### src/shared/urg_pkg.sv
// constants and carrier types for the uart register layer
// Contract
// - full flag while tx fifo at capacity
// - not-full flag, absent in half duplex
// - empty flag while tx fifo holds nothing
// - sticky done after last byte shifted out
// - half duplex direction bit: set transmits
// - break request drives break on line
// - mark bit: next character parity one
// - later characters parity zero until re-armed
// - two-bit parity select field in control
// - parity field loads init, software rewrites
// - three-bit receive addressing field in control
// - simple build has no control register
// - send when fifo holds data, flow permits
// - empty fifo means line stays idle
// - rx fifo readable whenever not empty
// - receive interrupt signals data available
// - sticky bits clear on status read
// - interrupt is or of masked status
package urg_pkg;
	localparam int ADDR_W = 3;
	localparam logic [ADDR_W-1:0] OFS_TX_STS = 3'h0;
	localparam logic [ADDR_W-1:0] OFS_CTRL = 3'h1;
	localparam logic [ADDR_W-1:0] OFS_TXDATA = 3'h2;
	localparam logic [ADDR_W-1:0] OFS_RXDATA = 3'h3;
	localparam logic [ADDR_W-1:0] OFS_TX_MASK = 3'h4;
	localparam logic [ADDR_W-1:0] OFS_RX_STS = 3'h5;
	localparam logic [ADDR_W-1:0] OFS_RX_MASK = 3'h6;
	localparam int TXS_FULL = 0;
	localparam int TXS_NFULL = 1;
	localparam int TXS_EMPTY = 2;
	localparam int TXS_DONE = 3;
	localparam int RXS_NEMPTY = 0;
	localparam int RXS_OVR = 1;
	localparam int CTL_DIR = 0;
	localparam int CTL_BRK = 1;
	localparam int CTL_MARK = 2;
	localparam int CTL_PAR_LSB = 3;
	localparam int CTL_AM_LSB = 5;
	localparam logic [2:0] CTL_LOW_RST = 3'h0;
	localparam logic [7:0] MASK_RST = 8'h00;
	localparam int CLK_HZ = 40000000;
	localparam int BAUD_BPS = 115200;
	localparam int BIT_CYC = CLK_HZ / BAUD_BPS;
	localparam int BRK_BITS = 11;
	localparam int FIFO_DEPTH = 4;
	typedef enum logic [1:0] {
		PAR_NONE = 2'h0,
		PAR_EVEN = 2'h1,
		PAR_ODD = 2'h2,
		PAR_MS = 2'h3
	} urg_par_t;
	typedef enum logic [2:0] {
		AM_NONE = 3'h0,
		AM_SW_BYTE = 3'h1,
		AM_SW_BUF = 3'h2,
		AM_HW_BYTE = 3'h3,
		AM_HW_BUF = 3'h4
	} urg_am_t;
	typedef struct packed {
		logic [ADDR_W-1:0] addr;
		logic [7:0] wdata;
		logic wr;
		logic rd;
	} urg_req_t;
endpackage

### src/verilog/urg_sync.sv
// three-stage pin synchroniser with agreement filter
`timescale 1ns/1ps
`default_nettype none
module urg_sync #(
	parameter int W = 2,
	parameter logic [W-1:0] RST = '1
) (
	// clock and reset
	input wire logic clk,
	input wire logic nrst,
	// pins and clean levels
	input wire logic [W-1:0] din,
	output logic [W-1:0] dout
);
	typedef struct packed {
		logic [W-1:0] s1;
		logic [W-1:0] s2;
		logic [W-1:0] s3;
		logic [W-1:0] q;
	} urg_sync_st_t;
	urg_sync_st_t s_r;
	urg_sync_st_t s_nxt;

	always_comb
	begin
		s_nxt = s_r;
		s_nxt.s1 = din;
		s_nxt.s2 = s_r.s1;
		s_nxt.s3 = s_r.s2;
		for (int i = 0; i < W; i++)
		begin
			if (s_r.s2[i] == s_r.s3[i])
				s_nxt.q[i] = s_r.s3[i];
		end
	end

	always_ff @(posedge clk or negedge nrst)
	begin
		if (!nrst)
			s_r <= {RST, RST, RST, RST};
		else
			s_r <= s_nxt;
	end

	assign dout = s_r.q;
endmodule // urg_sync
`default_nettype wire

### src/verilog/urg_fifo.sv
// flip-flop fifo with valid and ready on both sides
`timescale 1ns/1ps
`default_nettype none
module urg_fifo #(
	parameter int W = 8,
	parameter int DEPTH = 4
) (
	// clock and reset
	input wire logic clk,
	input wire logic nrst,
	// fill side
	input wire logic in_valid,
	input wire logic [W-1:0] in_data,
	output logic in_ready,
	// drain side
	output logic out_valid,
	input wire logic out_ready,
	output logic [W-1:0] out_data
);
	localparam int AW = (DEPTH > 1) ? $clog2(DEPTH) : 1;
	typedef struct packed {
		logic [DEPTH-1:0][W-1:0] mem;
		logic [AW-1:0] wp;
		logic [AW-1:0] rp;
		logic [AW:0] cnt;
	} urg_fifo_st_t;
	urg_fifo_st_t s_r;
	urg_fifo_st_t s_nxt;
	logic push;
	logic pop;

	assign in_ready = (s_r.cnt != (AW+1)'(DEPTH));
	assign out_valid = (s_r.cnt != '0);
	assign out_data = s_r.mem[s_r.rp];
	assign push = in_valid && in_ready;
	assign pop = out_ready && out_valid;

	always_comb
	begin
		s_nxt = s_r;
		if (push)
		begin
			s_nxt.mem[s_r.wp] = in_data;
			s_nxt.wp = (s_r.wp == AW'(DEPTH-1)) ? '0 : s_r.wp + 1'b1;
		end
		if (pop)
			s_nxt.rp = (s_r.rp == AW'(DEPTH-1)) ? '0 : s_r.rp + 1'b1;
		if (push && !pop)
			s_nxt.cnt = s_r.cnt + 1'b1;
		else if (pop && !push)
			s_nxt.cnt = s_r.cnt - 1'b1;
	end

	always_ff @(posedge clk or negedge nrst)
	begin
		if (!nrst)
			s_r <= '0;
		else
			s_r <= s_nxt;
	end
endmodule // urg_fifo
`default_nettype wire

### src/verilog/urg_regs.sv
// uart register layer with transmitter, receiver and data fifos
`timescale 1ns/1ps
`default_nettype none
module urg_regs #(
	parameter bit SIMPLE = 1'b0,
	parameter bit HALF_DUPLEX = 1'b0,
	parameter int BIT_CYC = urg_pkg::BIT_CYC,
	parameter int FIFO_DEPTH = urg_pkg::FIFO_DEPTH,
	parameter urg_pkg::urg_par_t PAR_INIT = urg_pkg::PAR_NONE,
	parameter urg_pkg::urg_am_t AM_INIT = urg_pkg::AM_NONE
) (
	// clock and reset
	input wire logic clk,
	input wire logic nrst,
	// register port
	input wire urg_pkg::urg_req_t req,
	output logic [7:0] rdata,
	// serial line
	input wire logic rxd,
	input wire logic cts_n,
	output logic txd,
	output logic tx_en,
	// configuration for the rest of the uart
	output logic hd_tx_dir,
	output urg_pkg::urg_am_t rx_addr_mode,
	// interrupts
	output logic tx_irq,
	output logic rx_irq
);
	import urg_pkg::*;

	localparam int CW = $clog2(BIT_CYC + 1);
	localparam logic [CW-1:0] LAST = CW'(BIT_CYC - 1);
	localparam logic [CW-1:0] HALF = CW'(BIT_CYC / 2);
	localparam logic [3:0] BRK_LAST = 4'(BRK_BITS - 1);
	localparam logic [7:0] CTRL_INIT = {AM_INIT, PAR_INIT, CTL_LOW_RST};

	typedef enum logic [2:0] {
		T_IDLE,
		T_START,
		T_DATA,
		T_PAR,
		T_STOP,
		T_BRK
	} urg_tst_t;

	typedef enum logic [2:0] {
		R_IDLE,
		R_START,
		R_DATA,
		R_PAR,
		R_STOP
	} urg_rst_t;

	typedef struct packed {
		logic [7:0] ctrl;
		logic [7:0] tx_mask;
		logic [7:0] rx_mask;
		logic tx_done;
		logic rx_ovr;
		logic mark_used;
		logic [7:0] rdata;
		logic txd;
		logic tx_en;
		logic tx_irq;
		logic rx_irq;
		logic [CW-1:0] div;
		urg_tst_t tst;
		logic [3:0] tbit;
		logic [7:0] tsh;
		logic tpar;
		urg_par_t tpt;
		urg_rst_t rst;
		logic [CW-1:0] rcnt;
		logic [2:0] rbit;
		logic [7:0] rsh;
	} urg_st_t;

	urg_st_t s_r;
	urg_st_t s_nxt;

	logic rx_s;
	logic cts_s;
	logic tick;
	logic tx_push;
	logic tx_pop;
	logic txf_ready;
	logic txf_valid;
	logic [7:0] txf_data;
	logic rx_push;
	logic rx_pop;
	logic rxf_ready;
	logic rxf_valid;
	logic [7:0] rxf_data;
	logic [7:0] tx_sts;
	logic [7:0] rx_sts;
	logic dir_tx_ok;
	logic dir_rx_ok;
	urg_par_t par_sel;
	logic ctl_brk;
	logic ctl_mark;

	urg_sync #(
		.W(2),
		.RST(2'h3)
	) u_sync (
		.clk(clk),
		.nrst(nrst),
		.din({rxd, cts_n}),
		.dout({rx_s, cts_s})
	);

	urg_fifo #(
		.W(8),
		.DEPTH(FIFO_DEPTH)
	) u_txf (
		.clk(clk),
		.nrst(nrst),
		.in_valid(tx_push),
		.in_data(req.wdata),
		.in_ready(txf_ready),
		.out_valid(txf_valid),
		.out_ready(tx_pop),
		.out_data(txf_data)
	);

	urg_fifo #(
		.W(8),
		.DEPTH(FIFO_DEPTH)
	) u_rxf (
		.clk(clk),
		.nrst(nrst),
		.in_valid(rx_push),
		.in_data(s_r.rsh),
		.in_ready(rxf_ready),
		.out_valid(rxf_valid),
		.out_ready(rx_pop),
		.out_data(rxf_data)
	);

	// control fields
	assign par_sel = urg_par_t'(s_r.ctrl[CTL_PAR_LSB +: 2]);
	assign ctl_brk = s_r.ctrl[CTL_BRK];
	assign ctl_mark = s_r.ctrl[CTL_MARK];
	assign dir_tx_ok = !HALF_DUPLEX || s_r.ctrl[CTL_DIR];
	assign dir_rx_ok = !HALF_DUPLEX || !s_r.ctrl[CTL_DIR];
	assign tick = (s_r.div == LAST);
	// dma or cpu pushes at the data address; a full fifo drops the byte
	assign tx_push = req.wr && (req.addr == OFS_TXDATA);
	assign rx_pop = req.rd && (req.addr == OFS_RXDATA);

	// live status words
	always_comb
	begin
		tx_sts = 8'h00;
		tx_sts[TXS_FULL] = !txf_ready;
		tx_sts[TXS_NFULL] = !HALF_DUPLEX && txf_ready;
		tx_sts[TXS_EMPTY] = !txf_valid;
		tx_sts[TXS_DONE] = s_r.tx_done;
		rx_sts = 8'h00;
		rx_sts[RXS_NEMPTY] = rxf_valid;
		rx_sts[RXS_OVR] = s_r.rx_ovr;
	end

	always_comb
	begin
		s_nxt = s_r;
		tx_pop = 1'b0;
		rx_push = 1'b0;
		s_nxt.rdata = 8'h00;
		s_nxt.div = tick ? '0 : s_r.div + 1'b1;

		// register writes
		if (req.wr)
		begin
			case (req.addr)
				OFS_CTRL:
				begin
					if (!SIMPLE)
					begin
						s_nxt.ctrl = req.wdata;
						if (!req.wdata[CTL_MARK])
							s_nxt.mark_used = 1'b0;
					end
				end
				OFS_TX_MASK: s_nxt.tx_mask = req.wdata;
				OFS_RX_MASK: s_nxt.rx_mask = req.wdata;
				default: s_nxt.tx_mask = s_r.tx_mask;
			endcase
		end

		// register reads, answer in the next cycle
		if (req.rd)
		begin
			case (req.addr)
				OFS_TX_STS:
				begin
					s_nxt.rdata = tx_sts;
					s_nxt.tx_done = 1'b0;
				end
				OFS_CTRL: s_nxt.rdata = SIMPLE ? 8'h00 : s_r.ctrl;
				OFS_RXDATA: s_nxt.rdata = rxf_valid ? rxf_data : 8'h00;
				OFS_TX_MASK: s_nxt.rdata = s_r.tx_mask;
				OFS_RX_STS:
				begin
					s_nxt.rdata = rx_sts;
					s_nxt.rx_ovr = 1'b0;
				end
				OFS_RX_MASK: s_nxt.rdata = s_r.rx_mask;
				default: s_nxt.rdata = 8'h00;
			endcase
		end

		// transmitter, one step per bit tick
		if (tick)
		begin
			unique case (s_r.tst)
				T_IDLE:
				begin
					if (ctl_brk)
					begin
						s_nxt.tst = T_BRK;
						s_nxt.tbit = 4'h0;
						s_nxt.txd = 1'b0;
					end
					else if (txf_valid && !cts_s && dir_tx_ok)
					begin
						tx_pop = 1'b1;
						s_nxt.tsh = txf_data;
						s_nxt.tpt = par_sel;
						s_nxt.txd = 1'b0;
						s_nxt.tst = T_START;
						unique case (par_sel)
							PAR_EVEN: s_nxt.tpar = ^txf_data;
							PAR_ODD: s_nxt.tpar = ~^txf_data;
							PAR_MS:
							begin
								s_nxt.tpar = ctl_mark && !s_r.mark_used;
								if (ctl_mark)
									s_nxt.mark_used = 1'b1;
							end
							PAR_NONE: s_nxt.tpar = 1'b0;
						endcase
					end
				end
				T_START:
				begin
					s_nxt.tst = T_DATA;
					s_nxt.txd = s_r.tsh[0];
					s_nxt.tbit = 4'h0;
				end
				T_DATA:
				begin
					if (s_r.tbit == 4'h7)
					begin
						if (s_r.tpt == PAR_NONE)
						begin
							s_nxt.tst = T_STOP;
							s_nxt.txd = 1'b1;
						end
						else
						begin
							s_nxt.tst = T_PAR;
							s_nxt.txd = s_r.tpar;
						end
					end
					else
					begin
						s_nxt.tbit = s_r.tbit + 1'b1;
						s_nxt.tsh = s_r.tsh >> 1;
						s_nxt.txd = s_r.tsh[1];
					end
				end
				T_PAR:
				begin
					s_nxt.tst = T_STOP;
					s_nxt.txd = 1'b1;
				end
				T_STOP:
				begin
					s_nxt.tst = T_IDLE;
					s_nxt.txd = 1'b1;
					if (!txf_valid)
						s_nxt.tx_done = 1'b1;
				end
				T_BRK:
				begin
					s_nxt.txd = 1'b0;
					if (s_r.tbit != BRK_LAST)
						s_nxt.tbit = s_r.tbit + 1'b1;
					else if (!ctl_brk)
					begin
						s_nxt.tst = T_IDLE;
						s_nxt.txd = 1'b1;
					end
				end
			endcase
		end
		s_nxt.tx_en = (s_nxt.tst != T_IDLE);

		// receiver, samples at mid bit
		s_nxt.rcnt = s_r.rcnt + 1'b1;
		unique case (s_r.rst)
			R_IDLE:
			begin
				s_nxt.rcnt = '0;
				if (!rx_s && dir_rx_ok)
					s_nxt.rst = R_START;
			end
			R_START:
			begin
				if (s_r.rcnt == HALF)
				begin
					s_nxt.rcnt = '0;
					s_nxt.rbit = 3'h0;
					s_nxt.rst = rx_s ? R_IDLE : R_DATA;
				end
			end
			R_DATA:
			begin
				if (s_r.rcnt == LAST)
				begin
					s_nxt.rcnt = '0;
					s_nxt.rsh = {rx_s, s_r.rsh[7:1]};
					s_nxt.rbit = s_r.rbit + 1'b1;
					if (s_r.rbit == 3'h7)
						s_nxt.rst = (par_sel == PAR_NONE) ? R_STOP : R_PAR;
				end
			end
			R_PAR:
			begin
				if (s_r.rcnt == LAST)
				begin
					s_nxt.rcnt = '0;
					s_nxt.rst = R_STOP;
				end
			end
			R_STOP:
			begin
				if (s_r.rcnt == LAST)
				begin
					s_nxt.rst = R_IDLE;
					if (rx_s)
					begin
						rx_push = 1'b1;
						if (!rxf_ready)
							s_nxt.rx_ovr = 1'b1;
					end
				end
			end
		endcase

		// masked status onto the interrupt lines
		s_nxt.tx_irq = |(tx_sts & s_r.tx_mask);
		s_nxt.rx_irq = |(rx_sts & s_r.rx_mask);
	end

	always_ff @(posedge clk or negedge nrst)
	begin
		if (!nrst)
		begin
			s_r <= '0;
			s_r.ctrl <= CTRL_INIT;
			s_r.tx_mask <= MASK_RST;
			s_r.rx_mask <= MASK_RST;
			s_r.txd <= 1'b1;
			s_r.tst <= T_IDLE;
			s_r.tpt <= PAR_NONE;
			s_r.rst <= R_IDLE;
		end
		else
			s_r <= s_nxt;
	end

	assign rdata = s_r.rdata;
	assign txd = s_r.txd;
	assign tx_en = s_r.tx_en;
	assign tx_irq = s_r.tx_irq;
	assign rx_irq = s_r.rx_irq;
	assign hd_tx_dir = s_r.ctrl[CTL_DIR];
	assign rx_addr_mode = urg_am_t'(s_r.ctrl[CTL_AM_LSB +: 3]);
endmodule // urg_regs
`default_nettype wire

### config.mk
export PLATFORM = sky130hd
export DESIGN_NAME = urg_regs
export DESIGN_NICKNAME = d
export VERILOG_FILES = /design/src/shared/urg_pkg.sv /design/src/verilog/urg_sync.sv /design/src/verilog/urg_fifo.sv /design/src/verilog/urg_regs.sv
export SDC_FILE = /design/constraint.sdc
export NUM_CORES = 1
export LEC_CHECK = 0
export ABC_AREA = 1
export BUFFER_PORTS_ARGS = -buffer_cell sky130_fd_sc_hd__clkbuf_2
export CORE_MARGIN = 2
export CORE_UTILIZATION = 47
export DETAILED_ROUTE_END_ITERATION = 10
export PLACE_DENSITY = 0.75
export SLEW_MARGIN = 20
export SYNTH_ARGS = -nofsm -noshare
export SYNTH_HDL_FRONTEND = slang
export SYNTH_SLANG_ARGS = --single-unit
### constraint.sdc
create_clock -name clk -period 3.2 [get_ports clk]
set_clock_uncertainty 0.2 [all_clocks]
set_input_delay 0 -clock clk [delete_from_list [all_inputs] [get_ports clk]]
set_output_delay 0 -clock clk [all_outputs]
set_load 0.02 [all_outputs]
After elaboration in Yosys (flattened, before gate mapping) --
Cells that the tools add are included.
Storage, ports and cells: flip-flop bits (word level) 175, input bits 17, output and inout bits 16, logic and storage cells 238
Cells by class: $add $sub $neg 12, magnitude comparators 6, equality and inequality tests 44, mux-type cells 83, bitwise gates (word level) 3, reduce and logical (&&, ||, !) cells 50
Operators by type and width (count):
- 32-bit bitwise mux | 2
- 8-bit two-way mux | 6
- 8-bit case mux with 6 select lines | 1
- 3-bit two-way mux | 15
- 9-bit case mux with 4 select lines | 1
- 8-bit binary-select mux with 2-bit select | 2
- 8-bit demux with 2-bit select | 2
- 1-bit two-way mux | 31
- 12-bit two-way mux | 2
- 23-bit two-way mux | 1
- 11-bit two-way mux | 2
- 2-bit inequality test, second input constant | 11
- 3-bit == test, second input constant | 7
- 9-bit by 1-bit adder with 9-bit output, second input constant | 2
- 3-bit by 2-bit == test with 1-bit output, second input constant | 6
- 9-bit == test, second input constant | 2
- 18-bit two-way mux | 1
- 3-bit case mux with 6 select lines | 1
- 4-bit case mux with 4 select lines | 1
- 8-bit case mux with 2 select lines | 1
- 8-bit OR reduction | 2
- 15-bit two-way mux | 1
- 3-bit case mux with 5 select lines | 1
- 1-bit logical AND | 14
- other kinds (37) | 83

Logic depth before layout (Yosys ltp) --
Gate-level depths: netlist of the first run.
word-level depth 10, depth in mapped cells 15, gate-level depth less buffers 14

By module --
From an unflattened synthesis of the first run, not the netlist that was laid out.
Unflattened totals: cells, all modules 1141, area, all modules 9151.3 sq um
By module, submodules not included:
- urg_regs | times used 1, cells an instance 615, area an instance 4752.1 sq um, seq. area each 2228.4 sq um
- urg_fifo | times used 2, cells an instance 254, area an instance 2070.7 sq um, seq. area each 975.9 sq um
- urg_sync | times used 1, cells an instance 18, area an instance 257.7 sq um, seq. area each 210.2 sq um

Worst setup path after synthesis of the first run --
Ideal clock, no wire load.
kind flip-flop to flip-flop, from reg s_r[11] (netlist name), to reg u_rxf.s_r[2] (netlist name), setup time 0.131 ns, data arrival time 2.082 ns, required time 2.869 ns, setup slack 0.787 ns, cell stages (with the launch flop) 14, path buffers 0, clock period less this slack 2.413 ns, path through dfrtp_1 -> inv_1 -> ha_1 -> and3_1 -> nand2_1 -> nor2_2 -> nand2_2 -> clkinv_4 -> ha_1 -> inv_1 -> fa_1 -> a21oi_1 -> o21ai_0 -> xor2_1
Between the ends: cells in the longest elaborated chain, start to end 7, elaborated cells on any way between the ends 9, classes of those cells eq/ne (1); mux (3); reduce/logical (5)
Ends and longest elaborated chain:
- from (decl) | RTL line urg_regs.sv:79 | urg_st_t s_r;
- from (signal assigned) | RTL line urg_regs.sv:372 | s_r <= s_nxt;
- 9-bit == test (*) | RTL line urg_regs.sv:340 | if (s_r.rcnt == LAST)
- 1-bit two-way mux (*) | RTL line urg_regs.sv:340
- 1-bit two-way mux (*) | RTL line urg_regs.sv:303 | unique case (s_r.rst)
- 1-bit logical AND (*) | RTL line urg_fifo.sv:35 | assign push = in_valid && in_ready;
- net u_rxf.push | RTL line urg_fifo.sv:29 | logic push;
- 1-bit zero test | RTL line urg_fifo.sv:50 | else if (pop && !push)
- 1-bit logical AND | RTL line urg_fifo.sv:50
- 2-bit nonzero test (no line)
- to (signal assigned) | RTL line urg_fifo.sv:59 | s_r <= s_nxt;
- to (decl) | RTL line urg_fifo.sv:27 | urg_fifo_st_t s_r;
The timed path passes the listed nets; every way through them passes the cells marked *. A chain may end at the register's enable or synchronous reset.

==> results.py, run 1 <==
metrics = {
    "outcome": {
        "status": "finished, violations left",
        "violations": "negative hold slack",
    },
    "pwr": {
        "switching_power_mw": 1.83,
        "p_leak_nw": 4.74,
        "ir_drop_mv": 0.309,
        "power_frac_comb_pct": 20.0,
        "intPower_mw": 4.25,
        "seq_power_share_pct": 46.0,
        "powerDensity_nw_per_um2": 635,
        "swShare_pct": 30.1,
        "clock_power_share_pct": 34.0,
    },
    "critical_path": {
        "path_max_fanout": 19,
        "required_ns": 3.32,
        "r2r-start": "u_rxf.s_r[3]$_DFFE_PN0P_",
        "reg2reg_depth": 8,
        "r2r-end": "rdata[1]$_DFF_PN0_",
        "cp-end-kind": "flop",
        "worst-setup-path-type": "reg2reg",
        "rrSetupSlack_ns": 0.48,
        "worstSetupStartpointType": "flop",
        "crit_arrival_ns": 2.84,
    },
    "timing": {
        "period_needed_ns": 2.72,
        "setup_tns_ns": 0,
        "hold_viol": 3,
        "setup_viol": 0,
        "fmax_ghz": 0.368,
        "rsz0062_at_grt": "no",
        "slew_violations": 0,
        "max_slew_margin_pct": 50.7,
        "fin_crit_sh_pct": 85.0,
        "hold_slack_ns": -0.00996,
        "tightest_slew_ns": 0.740,
    },
    "floorplan": {
        "initial_core_util_pct": 47.6,
        "die_w_um": 138,
        "coreArea_um2": 17800,
        "die_area_um2": 19100,
        "die_h_um": 138,
        "ios": 33,
        "rows": 49,
    },
    "synthesis": {
        "synth.avg_cell_area_um2": 8.36,
        "syn_area_um2": 8480,
        "ys_top_cells_by_area": "dfrtp_1, nand2_1, o21ai_0",
        "synth_nets": 1055,
        "ys_seq_elements": 175,
        "synth.distinct_cells": 50,
        "yosysSeqAreaShare_pct": 51.7,
        "netlist_instances": 1015,
        "synthArstFlopShare_pct": 100,
        "synth-edff-count": 0,
        "synth_warnings": 0,
        "synth_top_area_share_pct": 49.0,
        "synth_ff_type": "dfrtp_1",
        "yosysTopAreaCell": "dfrtp_1",
    },
    "clock_network": {
        "hold_buffers": 21,
        "cts_tree": "done",
        "post_cts_buffers": 0,
        "clock_latency_ns": 0.43,
        "clock-sinks": 175,
        "ctsRootBufferMaster": "clkbuf_16",
        "cts.clk_slew.worst_paths_ns": 0.06,
        "h-tree-depth": 4,
        "cts_buffers": 17,
        "clock_path_buffers": 2,
        "cts_resized": 0,
    },
    "cells_and_area": {
        "layout_common_cells": "nand2_1, dfrtp_1, o21ai_0",
        "num_antenna_cells": 0,
        "layout.nets": 1098,
        "final_common_cell": "nand2_1",
        "drive_gt1_share_pct": 9.53,
        "instances_no_fill": 1299,
        "area_growth_pct": 12.8,
    },
    "min_path": {
        "hold_path_class": "in2async",
    },
    "run": {
        "cap_violations": 0,
    },
    "routing": {
        "firstDrtPassIters": 6,
        "num_vias": 6773,
        "drt-vias-per-instance": 5.21,
        "first_iter_violations": 559,
        "antenna_left": 0,
        "routed_wl_mm": 18.1,
        "wl_per_cell_um": 13.9,
        "drc": 0,
    },
    "placed_design": {
        "place_inst": 1247,
        "gp_congestion": 0.916,
        "place.detailed.hpwl_mm": 12.4,
        "portBuffers": 32,
    },
    "global_routing": {
        "gr-total-overflow": 0,
        "antenna_found_initial": 0,
        "grt_pass1_vias": 6357,
        "grt_pass1_wl_mm": 31.0,
        "grt_max_degree": 81,
        "grt_util_all_layers_pct": 19.7,
    },
}
==> kinds of logic (layout without fill, tap and decap cells) <==
family                   Yosys count  count (layout)  share of synthesized area [%]
multiplexers                       2               2                          0.265
buffers and inverters            157             212                           8.11
flip-flops                       175             175                           51.7
AO/OA/AOI/OAI                    214             214                           13.8
adder cells (fa/ha/maj)           25              25                           3.80
AND/OR/NAND/NOR                  435             435                           21.5
XOR/XNOR                           7               7                          0.723
==> flip-flops by register name (all words and copies together), names as in the netlist <==
name,flops
ctl_brk,1
ctl_mark,1
hd_tx_dir,1
par_sel,2
rdata,8
rx_addr_mode,3
rx_irq,1
rx_sts,1
s_r,68
tx_en,1
tx_irq,1
txd,1
u_rxf.s_r,39
u_sync.dout,2
u_sync.s_nxt,4
u_sync.s_r,2
u_txf.s_r,39
==> power by group through the flow <==
stage | clock [mW] | combinational [mW] | sequential, mW
after CTS | 2.11 | 1.22 | 2.79
after floorplan | 0 | 0.914 | 2.75
final | 2.07 | 1.22 | 2.80
after global routing | 2.20 | 1.42 | 2.85
after detailed placement | 0 | 1.19 | 2.83
after global placement | 0 | 1.14 | 2.82
==> how the worst max path moves through the flow <==
stage,startpoint,to,cells after the start
after global placement,s_r[11]$_DFF_PN0_,u_rxf.s_r[2]$_DFFE_PN0P_,13
final,u_rxf.s_r[3]$_DFFE_PN0P_,rdata[1]$_DFF_PN0_,8
after floorplan,s_r[11]$_DFF_PN0_,u_rxf.s_r[2]$_DFFE_PN0P_,13
after CTS,s_r[11]$_DFF_PN0_,u_rxf.s_r[2]$_DFFE_PN0P_,13
after detailed placement,s_r[11]$_DFF_PN0_,u_rxf.s_r[2]$_DFFE_PN0P_,13
after global routing,s_r[11]$_DFF_PN0_,u_rxf.s_r[2]$_DFFE_PN0P_,13
==> worst max-delay path, stage by stage, from the launching register on <==
cell and delay, ns:
dfrtp_1 0.72, inv_1 0.43, o21ai_0 0.26, o22ai_1 0.12, nand2_1 0.08, o2111ai_1 0.14, nand2_1 0.08, dlygate4sd3_1 0.54
inv_1 0.04
==> layer usage <==
metal | GRT usage (%) | share of wire (%) | wire [µm]
met1 | 28.5 | 48 | 8750
met4 | 6.28 | 1.8 | 327
met5 | 0 | 0 | 0
met3 | 3.91 | 4.6 | 842
met2 | 30.2 | 45 | 8210
==> area by class of cell <==
cell class | count | area (µm²)
flip-flops and latches | 175 | 4390
multi-input cells | 683 | 3410
repair buffers | 58 | 439
well taps | 229 | 287
clock inverters | 7 | 110
inverters | 123 | 469
fillers | 1629 | 8270
clock buffers | 24 | 472
==> metrics by stage <==
step / power, mW / area, µm² / utilization (%) / setup WS (ns) / hold WS (ns)
2_1_floorplan: 3.67 / 8480 / - / 0.787 / -0.496
3_3_place_gp: 3.96 / 8780 / 49.2 / 0.664 / -0.111
3_5_place_dp: 4.02 / 8780 / 49.2 / 0.560 / -0.111
4_1_cts: 6.12 / 9570 / 53.7 / 0.525 / 0.0153
5_1_grt: 6.47 / 9570 / 53.7 / 0.293 / 0.0590
6_report: 6.08 / 9570 / 53.7 / 0.481 / -0.00996
==> Yosys cell counts, types with 3 or more instances <==
| master | n |
|---|---|
| a21oi_1 | 25 |
| a41oi_1 | 4 |
| buf_2 | 10 |
| buf_4 | 13 |
| buf_6 | 4 |
| clkbuf_1 | 7 |
| dfrtp_1 | 166 |
| dfstp_2 | 9 |
| ha_1 | 21 |
| inv_1 | 111 |
| inv_2 | 9 |
| nand2_1 | 294 |
| nand2_4 | 4 |
| nand3_1 | 46 |
| nand3b_1 | 6 |
| nand4_1 | 6 |
| nor2_1 | 54 |
| nor3_1 | 15 |
| o21ai_0 | 119 |
| o21ai_1 | 31 |
| o21ai_2 | 3 |
| o22ai_1 | 17 |
| xnor2_1 | 3 |
| xor2_1 | 4 |
(Power assumes the default switching activity.)
==> run 2, diff against run 1 <==
- clock period: 3.2 -> 2.8 ns (I/O delays scaled with it)
==> run 2 against run 1 <==
The run now ends clean. First-iteration DRC count increased by 6.3%. Critical path depth increased by 5. Final area is 1.4% higher. Largest power group unchanged. Highest routed layer unchanged. Sequential cell count is the same. Via count is 1.5% higher.
==> results.py, run 2 (synthesis gave the netlist of run 1 again) <==
metrics = {
    "outcome": {
        "status": "completed",
    },
    "clock_network": {
        "cts_tree": "done",
        "cts.clk_slew.worst_paths_ns": 0.06,
        "cts_buffers": 17,
        "clock_path_buffers": 2,
        "h-tree-depth": 4,
        "ctsRootBufferMaster": "clkbuf_16",
        "clock_latency_ns": 0.44,
        "clock-sinks": 175,
    },
    "critical_path": {
        "worstSetupStartpointType": "flop",
        "r2r-start": "s_r[11]$_DFF_PN0_",
        "rrSetupSlack_ns": 0.17,
        "crit_family": "adder cells",
        "critPathSlowestCell": "dfrtp_1",
        "critPathLaunch": "s_r[11]$_DFF_PN0_",
        "cp-end-kind": "flop",
        "cp_num_buf_inv": 3,
        "required_ns": 2.91,
        "crit_arrival_ns": 2.75,
        "path_max_fanout": 9,
        "crit_path_cell_trace": "inv_1, ha_1, and3_1, nand2_1, nor2_2, nand2_2, clkinv_4, ha_1, inv_1, fa_1, a21oi_1, o21ai_0, xor2_1",
        "cpPeakStageDelay_ns": 0.41,
        "worst-setup-path-type": "reg2reg",
    },
    "timing": {
        "max_slew_margin_pct": 56.3,
        "fin_crit_sh_pct": 94.1,
        "tightest_slew_ns": 0.655,
        "slew_violations": 0,
        "period_needed_ns": 2.63,
        "hold_viol": 0,
        "fmax_ghz": 0.380,
        "setup_viol": 0,
    },
    "floorplan": {
        "ios": 33,
        "rows": 49,
        "die_w_um": 138,
        "coreArea_um2": 17800,
        "die_h_um": 138,
        "die_area_um2": 19100,
        "initial_core_util_pct": 47.6,
    },
    "pwr": {
        "p_leak_nw": 4.80,
        "total_power_mw": 7.20,
        "powerDensity_nw_per_um2": 742,
        "ir_drop_mv": 0.433,
    },
    "cells_and_area": {
        "top_register": "s_r",
        "num_antenna_cells": 0,
        "layout.nets": 1105,
        "drive_gt1_share_pct": 10.4,
        "layout_common_cells": "nand2_1, dfrtp_1, o21ai_0",
        "final_common_cell": "nand2_1",
        "reg_top3": "s_r x68, u_rxf.s_r x39, u_txf.s_r x39",
        "area_growth_pct": 14.4,
        "fin_util_pct": 54.4,
        "largest_reg_flops": 68,
        "fillers": 1596,
    },
    "routing": {
        "num_vias": 6876,
        "first_iter_violations": 594,
        "firstDrtPassIters": 5,
        "antenna_left": 0,
        "drc": 0,
        "wl_per_cell_um": 14.4,
        "drt-vias-per-instance": 5.26,
        "routed_wl_mm": 18.8,
    },
    "run": {
        "cap_violations": 0,
    },
    "global_routing": {
        "grt_pass1_vias": 6613,
        "grt_util_all_layers_pct": 20.6,
        "antenna_found_initial": 0,
        "grt_pass1_wl_mm": 32.3,
        "grt_max_degree": 70,
        "gr-total-overflow": 0,
    },
    "min_path": {
        "hold_path_class": "reg2reg",
        "worstHoldStart": "u_sync.s_nxt[4]$_DFF_PN1_",
    },
    "placed_design": {
        "gp_congestion": 0.885,
        "portBuffers": 32,
        "place.detailed.hpwl_mm": 12.5,
    },
}
run 2: routing by layer:
| metal | vias up | wire (µm) | share of wire, % | GRT usage [%] |
|---|---|---|---|---|
| met4 | 0 | 384 | 2.0 | 6.93 |
| li1 | 3391 | - | - | - |
| met3 | 38 | 926 | 4.9 | 4.54 |
| met1 | 3264 | 8980 | 48 | 29.0 |
| met5 | - | 0 | 0 | 0 |
| met2 | 183 | 8490 | 45 | 32.0 |
run 2: repair_timing:
item	CTS	global route
hold endpoints to repair	239	0
gates resized for setup	0	2
setup buffers	0	1
hold buffers	25	0
endpoints found under the setup margin	0	2
run 2: per-stage QoR:
| stage | hold WS (ns) | instance area, µm² | instances | TNS (ns) | setup WS, ns |
|---|---|---|---|---|---|
| after floorplan | -0.496 | 8480 | 1015 | 0 | 0.387 |
| after global placement | -0.137 | 8800 | 1251 | 0 | 0.254 |
| after detailed placement | -0.141 | 8800 | 1251 | 0 | 0.188 |
| after CTS | 0.157 | 9700 | 1308 | 0 | 0.0559 |
| after global routing | 0.158 | 9700 | 1307 | -0.0175 | -0.0175 |
| final | 0.156 | 9700 | 1307 | 0 | 0.166 |
run 2: area by class of cell:
class | count | area [µm²] | share of cell area (%)
inverters | 123 | 469 | 4.83
clock inverters | 9 | 154 | 1.59
flip-flops and latches | 175 | 4390 | 45.2
well taps | 229 | 287 | 2.95
multi-input cells | 683 | 3420 | 35.2
clock buffers | 23 | 498 | 5.13
repair buffers | 65 | 489 | 5.04
run 2: worst register-to-register path, cell delays in order, from the launching register on:
cell and delay [ns]:
dfrtp_1 0.41, inv_1 0.09, ha_1 0.16, and3_1 0.18, nand2_1 0.12, nor2_2 0.17
nand2_2 0.09, clkinv_4 0.11, ha_1 0.15, inv_1 0.06, fa_1 0.38, a21oi_1 0.14
o21ai_0 0.10, xor2_1 0.15
run 2: where the power goes:
| group | internal (mW) | switching [mW] | leakage (nW) |
|---|---|---|---|
| Clock | 1.61 | 0.970 | 0.315 |
| Sequential | 2.90 | 0.269 | 2.29 |
| Combinational | 0.526 | 0.923 | 2.19 |
| Total | 5.04 | 2.16 | 4.80 |
run 2: final timing paths:
check | endpoint | cells after the start
worst max-delay path | u_rxf.s_r[2]$_DFFE_PN0P_ | 13
worst min register to register | u_sync.s_nxt[2]$_DFF_PN1_ | 0
min in group asynchronous | s_r[15]$_DFF_PN0_ | 3
worst max register to register | u_rxf.s_r[2]$_DFFE_PN0P_ | 13
worst min-delay path | u_sync.s_nxt[2]$_DFF_PN1_ | 0
max in group asynchronous | u_sync.dout[0]$_DFFE_PN1N_ | 4
==> run 3, diff against run 2 <==
- ABC_AREA: 1 -> not set
==> run 3 against run 2 <==
Worst setup slack worse by 0.029 ns. Sequential cell count unchanged. Fmax decreased by 1.1%. Via count down 21%. Register-to-register slack got worse by 0.03 ns. Synthesized cell count shrank 34%. Sequential share of layout area grew 0.92 points. First-iteration DRC count shrank 43%. Critical endpoint is now u_rxf.s_r[1]$_DFFE_PN0P_.
==> results.py, run 3 <==
metrics = {
    "global_routing": {
        "grt_util_all_layers_pct": 19.5,
        "grt_pass1_wl_mm": 27.9,
        "grt_pass1_vias": 5548,
        "grt_max_degree": 75,
        "gr-total-overflow": 0,
        "antenna_found_initial": 0,
    },
    "pwr": {
        "powerDensity_nw_per_um2": 693,
        "power_frac_comb_pct": 16.1,
        "seq_power_share_pct": 47.1,
        "intPower_mw": 4.81,
        "swShare_pct": 27.0,
        "ir_drop_mv": 0.492,
        "clock_power_share_pct": 36.9,
        "p_leak_nw": 4.42,
        "switching_power_mw": 1.78,
    },
    "min_path": {
        "hold_depth": 0,
        "hold_path_class": "reg2reg",
    },
    "synthesis": {
        "synth-edff-count": 0,
        "yosysSeqAreaShare_pct": 53.2,
        "synth.distinct_cells": 63,
        "yosysTopAreaCell": "dfrtp_1",
        "synthArstFlopShare_pct": 100,
        "synth_commonest_cells": "dfrtp_1, mux2_2, nand2_1",
        "synth_nets": 710,
        "synth_top_area_share_pct": 50.4,
        "synth_ff_type": "dfrtp_1",
        "synth_most_common_cell": "dfrtp_1",
        "synth_warnings": 0,
        "ys_top_cells_by_area": "dfrtp_1, mux2_2, mux4_2",
        "synth.avg_cell_area_um2": 12.3,
        "netlist_instances": 670,
        "syn_area_um2": 8250,
        "ys_seq_elements": 175,
    },
    "timing": {
        "setup_slack_ns": 0.138,
        "fin_crit_sh_pct": 95.1,
        "setup_tns_ns": 0,
        "period_needed_ns": 2.66,
        "hold_viol": 0,
        "setup_viol": 0,
        "slew_violations": 0,
        "max_slew_margin_pct": 54.1,
        "fmax_ghz": 0.376,
        "rsz0062_at_grt": "no",
        "tightest_slew_ns": 0.688,
    },
    "routing": {
        "routed_wl_mm": 17.0,
        "drc": 0,
        "wl_per_cell_um": 17.6,
        "drt-vias-per-instance": 5.59,
        "antenna_left": 0,
        "first_iter_violations": 341,
        "firstDrtPassIters": 5,
        "num_vias": 5411,
    },
    "critical_path": {
        "required_ns": 2.92,
        "cp_num_buf_inv": 1,
        "cpPeakStageDelay_ns": 0.47,
        "critPathSlowestCell": "nor3b_2",
        "worstSetupStartpointType": "flop",
        "cp-end-kind": "flop",
        "reg2reg_depth": 7,
        "crit_arrival_ns": 2.78,
        "crit_path_cell_trace": "or3_1, nor3b_2, nand2_1, ha_1, inv_1, fa_1, mux2_2",
        "path_max_fanout": 8,
        "worst-setup-path-type": "reg2reg",
        "cp.depth": 7,
        "crit_family": "simple AND/OR/NAND/NOR gates",
    },
    "cells_and_area": {
        "fillers": 1380,
        "num_antenna_cells": 0,
        "largest_reg_flops": 68,
        "area_growth_pct": 15.3,
        "fin_area_um2": 9510,
        "top_register": "s_r",
        "layout.nets": 770,
        "final_common_cell": "dfrtp_1",
        "seqCellArea_um2": 4390,
        "layout_common_cells": "dfrtp_1, mux2_2, nand2_1",
        "drive_gt1_share_pct": 29.5,
        "multiInputGateArea_um2": 3620,
        "reg_top3": "s_r x68, u_rxf.s_r x39, u_txf.s_r x39",
    },
    "placed_design": {
        "dpl_worst_slack_ns": 0.153,
        "portBuffers": 32,
        "dpl-instance-area_um2": 8680,
        "place.detailed.hpwl_mm": 11.9,
        "gp_congestion": 0.882,
    },
    "floorplan": {
        "initial_core_util_pct": 47.9,
        "rows": 48,
        "die_area_um2": 18600,
        "die_w_um": 136,
        "coreArea_um2": 17200,
        "ios": 33,
        "die_h_um": 136,
    },
    "clock_network": {
        "cts_tree": "done",
        "clock_path_buffers": 2,
        "clock_latency_ns": 0.44,
        "h-tree-depth": 4,
        "cts_buffers": 17,
        "ctsRootBufferMaster": "clkbuf_16",
        "cts.clk_slew.worst_paths_ns": 0.07,
        "post_cts_buffers": 0,
        "clock-sinks": 175,
    },
    "outcome": {
        "status": "completed",
    },
    "run": {
        "cap_violations": 0,
    },
}
## run 3: changes by cell type after synthesis, sizes merged, moves of 8 or more
cell	delta
a21oi	-9
inv	-104
mux2	+99
mux4	+16
nand2	-233
nand3	-36
nor2	-12
nor2b	+8
o21ai	-125
o22ai	-16
xnor2	+11
xor2	+9
## run 3: repair_timing
item | CTS | global route
endpoints found under the hold margin | 216 | 0
setup endpoints to repair | 0 | 2
hold buffers | 21 | 0
gates resized for setup | 0 | 2
## run 3: power groups by stage
stage	clock network, mW	logic, mW	registers [mW]
6_report	2.43	1.06	3.10
4_1_cts	2.49	1.07	3.10
3_5_place_dp	0	1.03	3.15
2_1_floorplan	0	0.791	3.07
3_3_place_gp	0	0.986	3.12
5_1_grt	2.59	1.16	3.15
## run 3: final timing paths
| path | from | endpoint | slack, ns |
|---|---|---|---|
| min in group asynchronous | nrst | s_r[29]$_DFFE_PN0P_ | 0.50 |
| worst min-delay path | u_sync.s_nxt[4]$_DFF_PN1_ | u_sync.s_nxt[2]$_DFF_PN1_ | 0.16 |
| worst min register to register | u_sync.s_nxt[4]$_DFF_PN1_ | u_sync.s_nxt[2]$_DFF_PN1_ | 0.16 |
| worst max-delay path | u_rxf.s_r[0]$_DFFE_PN0P_ | u_rxf.s_r[1]$_DFFE_PN0P_ | 0.14 |
| worst max register to register | u_rxf.s_r[0]$_DFFE_PN0P_ | u_rxf.s_r[1]$_DFFE_PN0P_ | 0.14 |
| max in group asynchronous | nrst | s_r[78]$_DFFE_PN0P_ | 1.04 |
## run 3: final cells by class
type	instances	area share (%)
clock buffer	18	4.62
clock inverter	14	1.83
inverter	17	0.671
multi-input combinational	446	38.1
sequential	175	46.2
tap	225	2.96
timing repair buffer	73	5.67
## run 3: logic make-up (layout without fill, tap and decap cells)
kind of cell,after synthesis,in the layout,synth area share [%]
buffers and inverters,49,122,2.96
AOI/OAI and AO/OA,91,91,7.34
and+or+nand+nor,182,182,10.9
adders and majority gates,25,25,3.91
DFF,175,175,53.2
muxes,121,121,18.6
xor gates and xnor gates,27,27,3.05
## run 3: through the flow
stage	total power [mW]	cells	util, %	hold slack [ns]
2_1_floorplan	3.86	670	-	-0.496
3_3_place_gp	4.11	915	50.3	-0.144
3_5_place_dp	4.18	915	50.3	-0.132
4_1_cts	6.66	968	55.1	0.158
5_1_grt	6.90	968	55.2	0.159
6_report	6.59	968	55.2	0.157
## run 3: worst register-to-register path: stages, from the launching register on
cell and delay [ns]:
dfrtp_1 0.44, or3_1 0.22, nor3b_2 0.47, nand2_1 0.22, ha_1 0.27, inv_1 0.07
fa_1 0.40, mux2_2 0.27
## run 3: metal layers
metal | vias to the layer above | GRT usage (%) | share of wire, %
li1 | 2509 | - | -
met1 | 2744 | 24.1 | 43
met3 | 34 | 4.03 | 3.5
met5 | - | 0 | 0
met4 | 0 | 7.93 | 2.2
met2 | 124 | 33.5 | 51
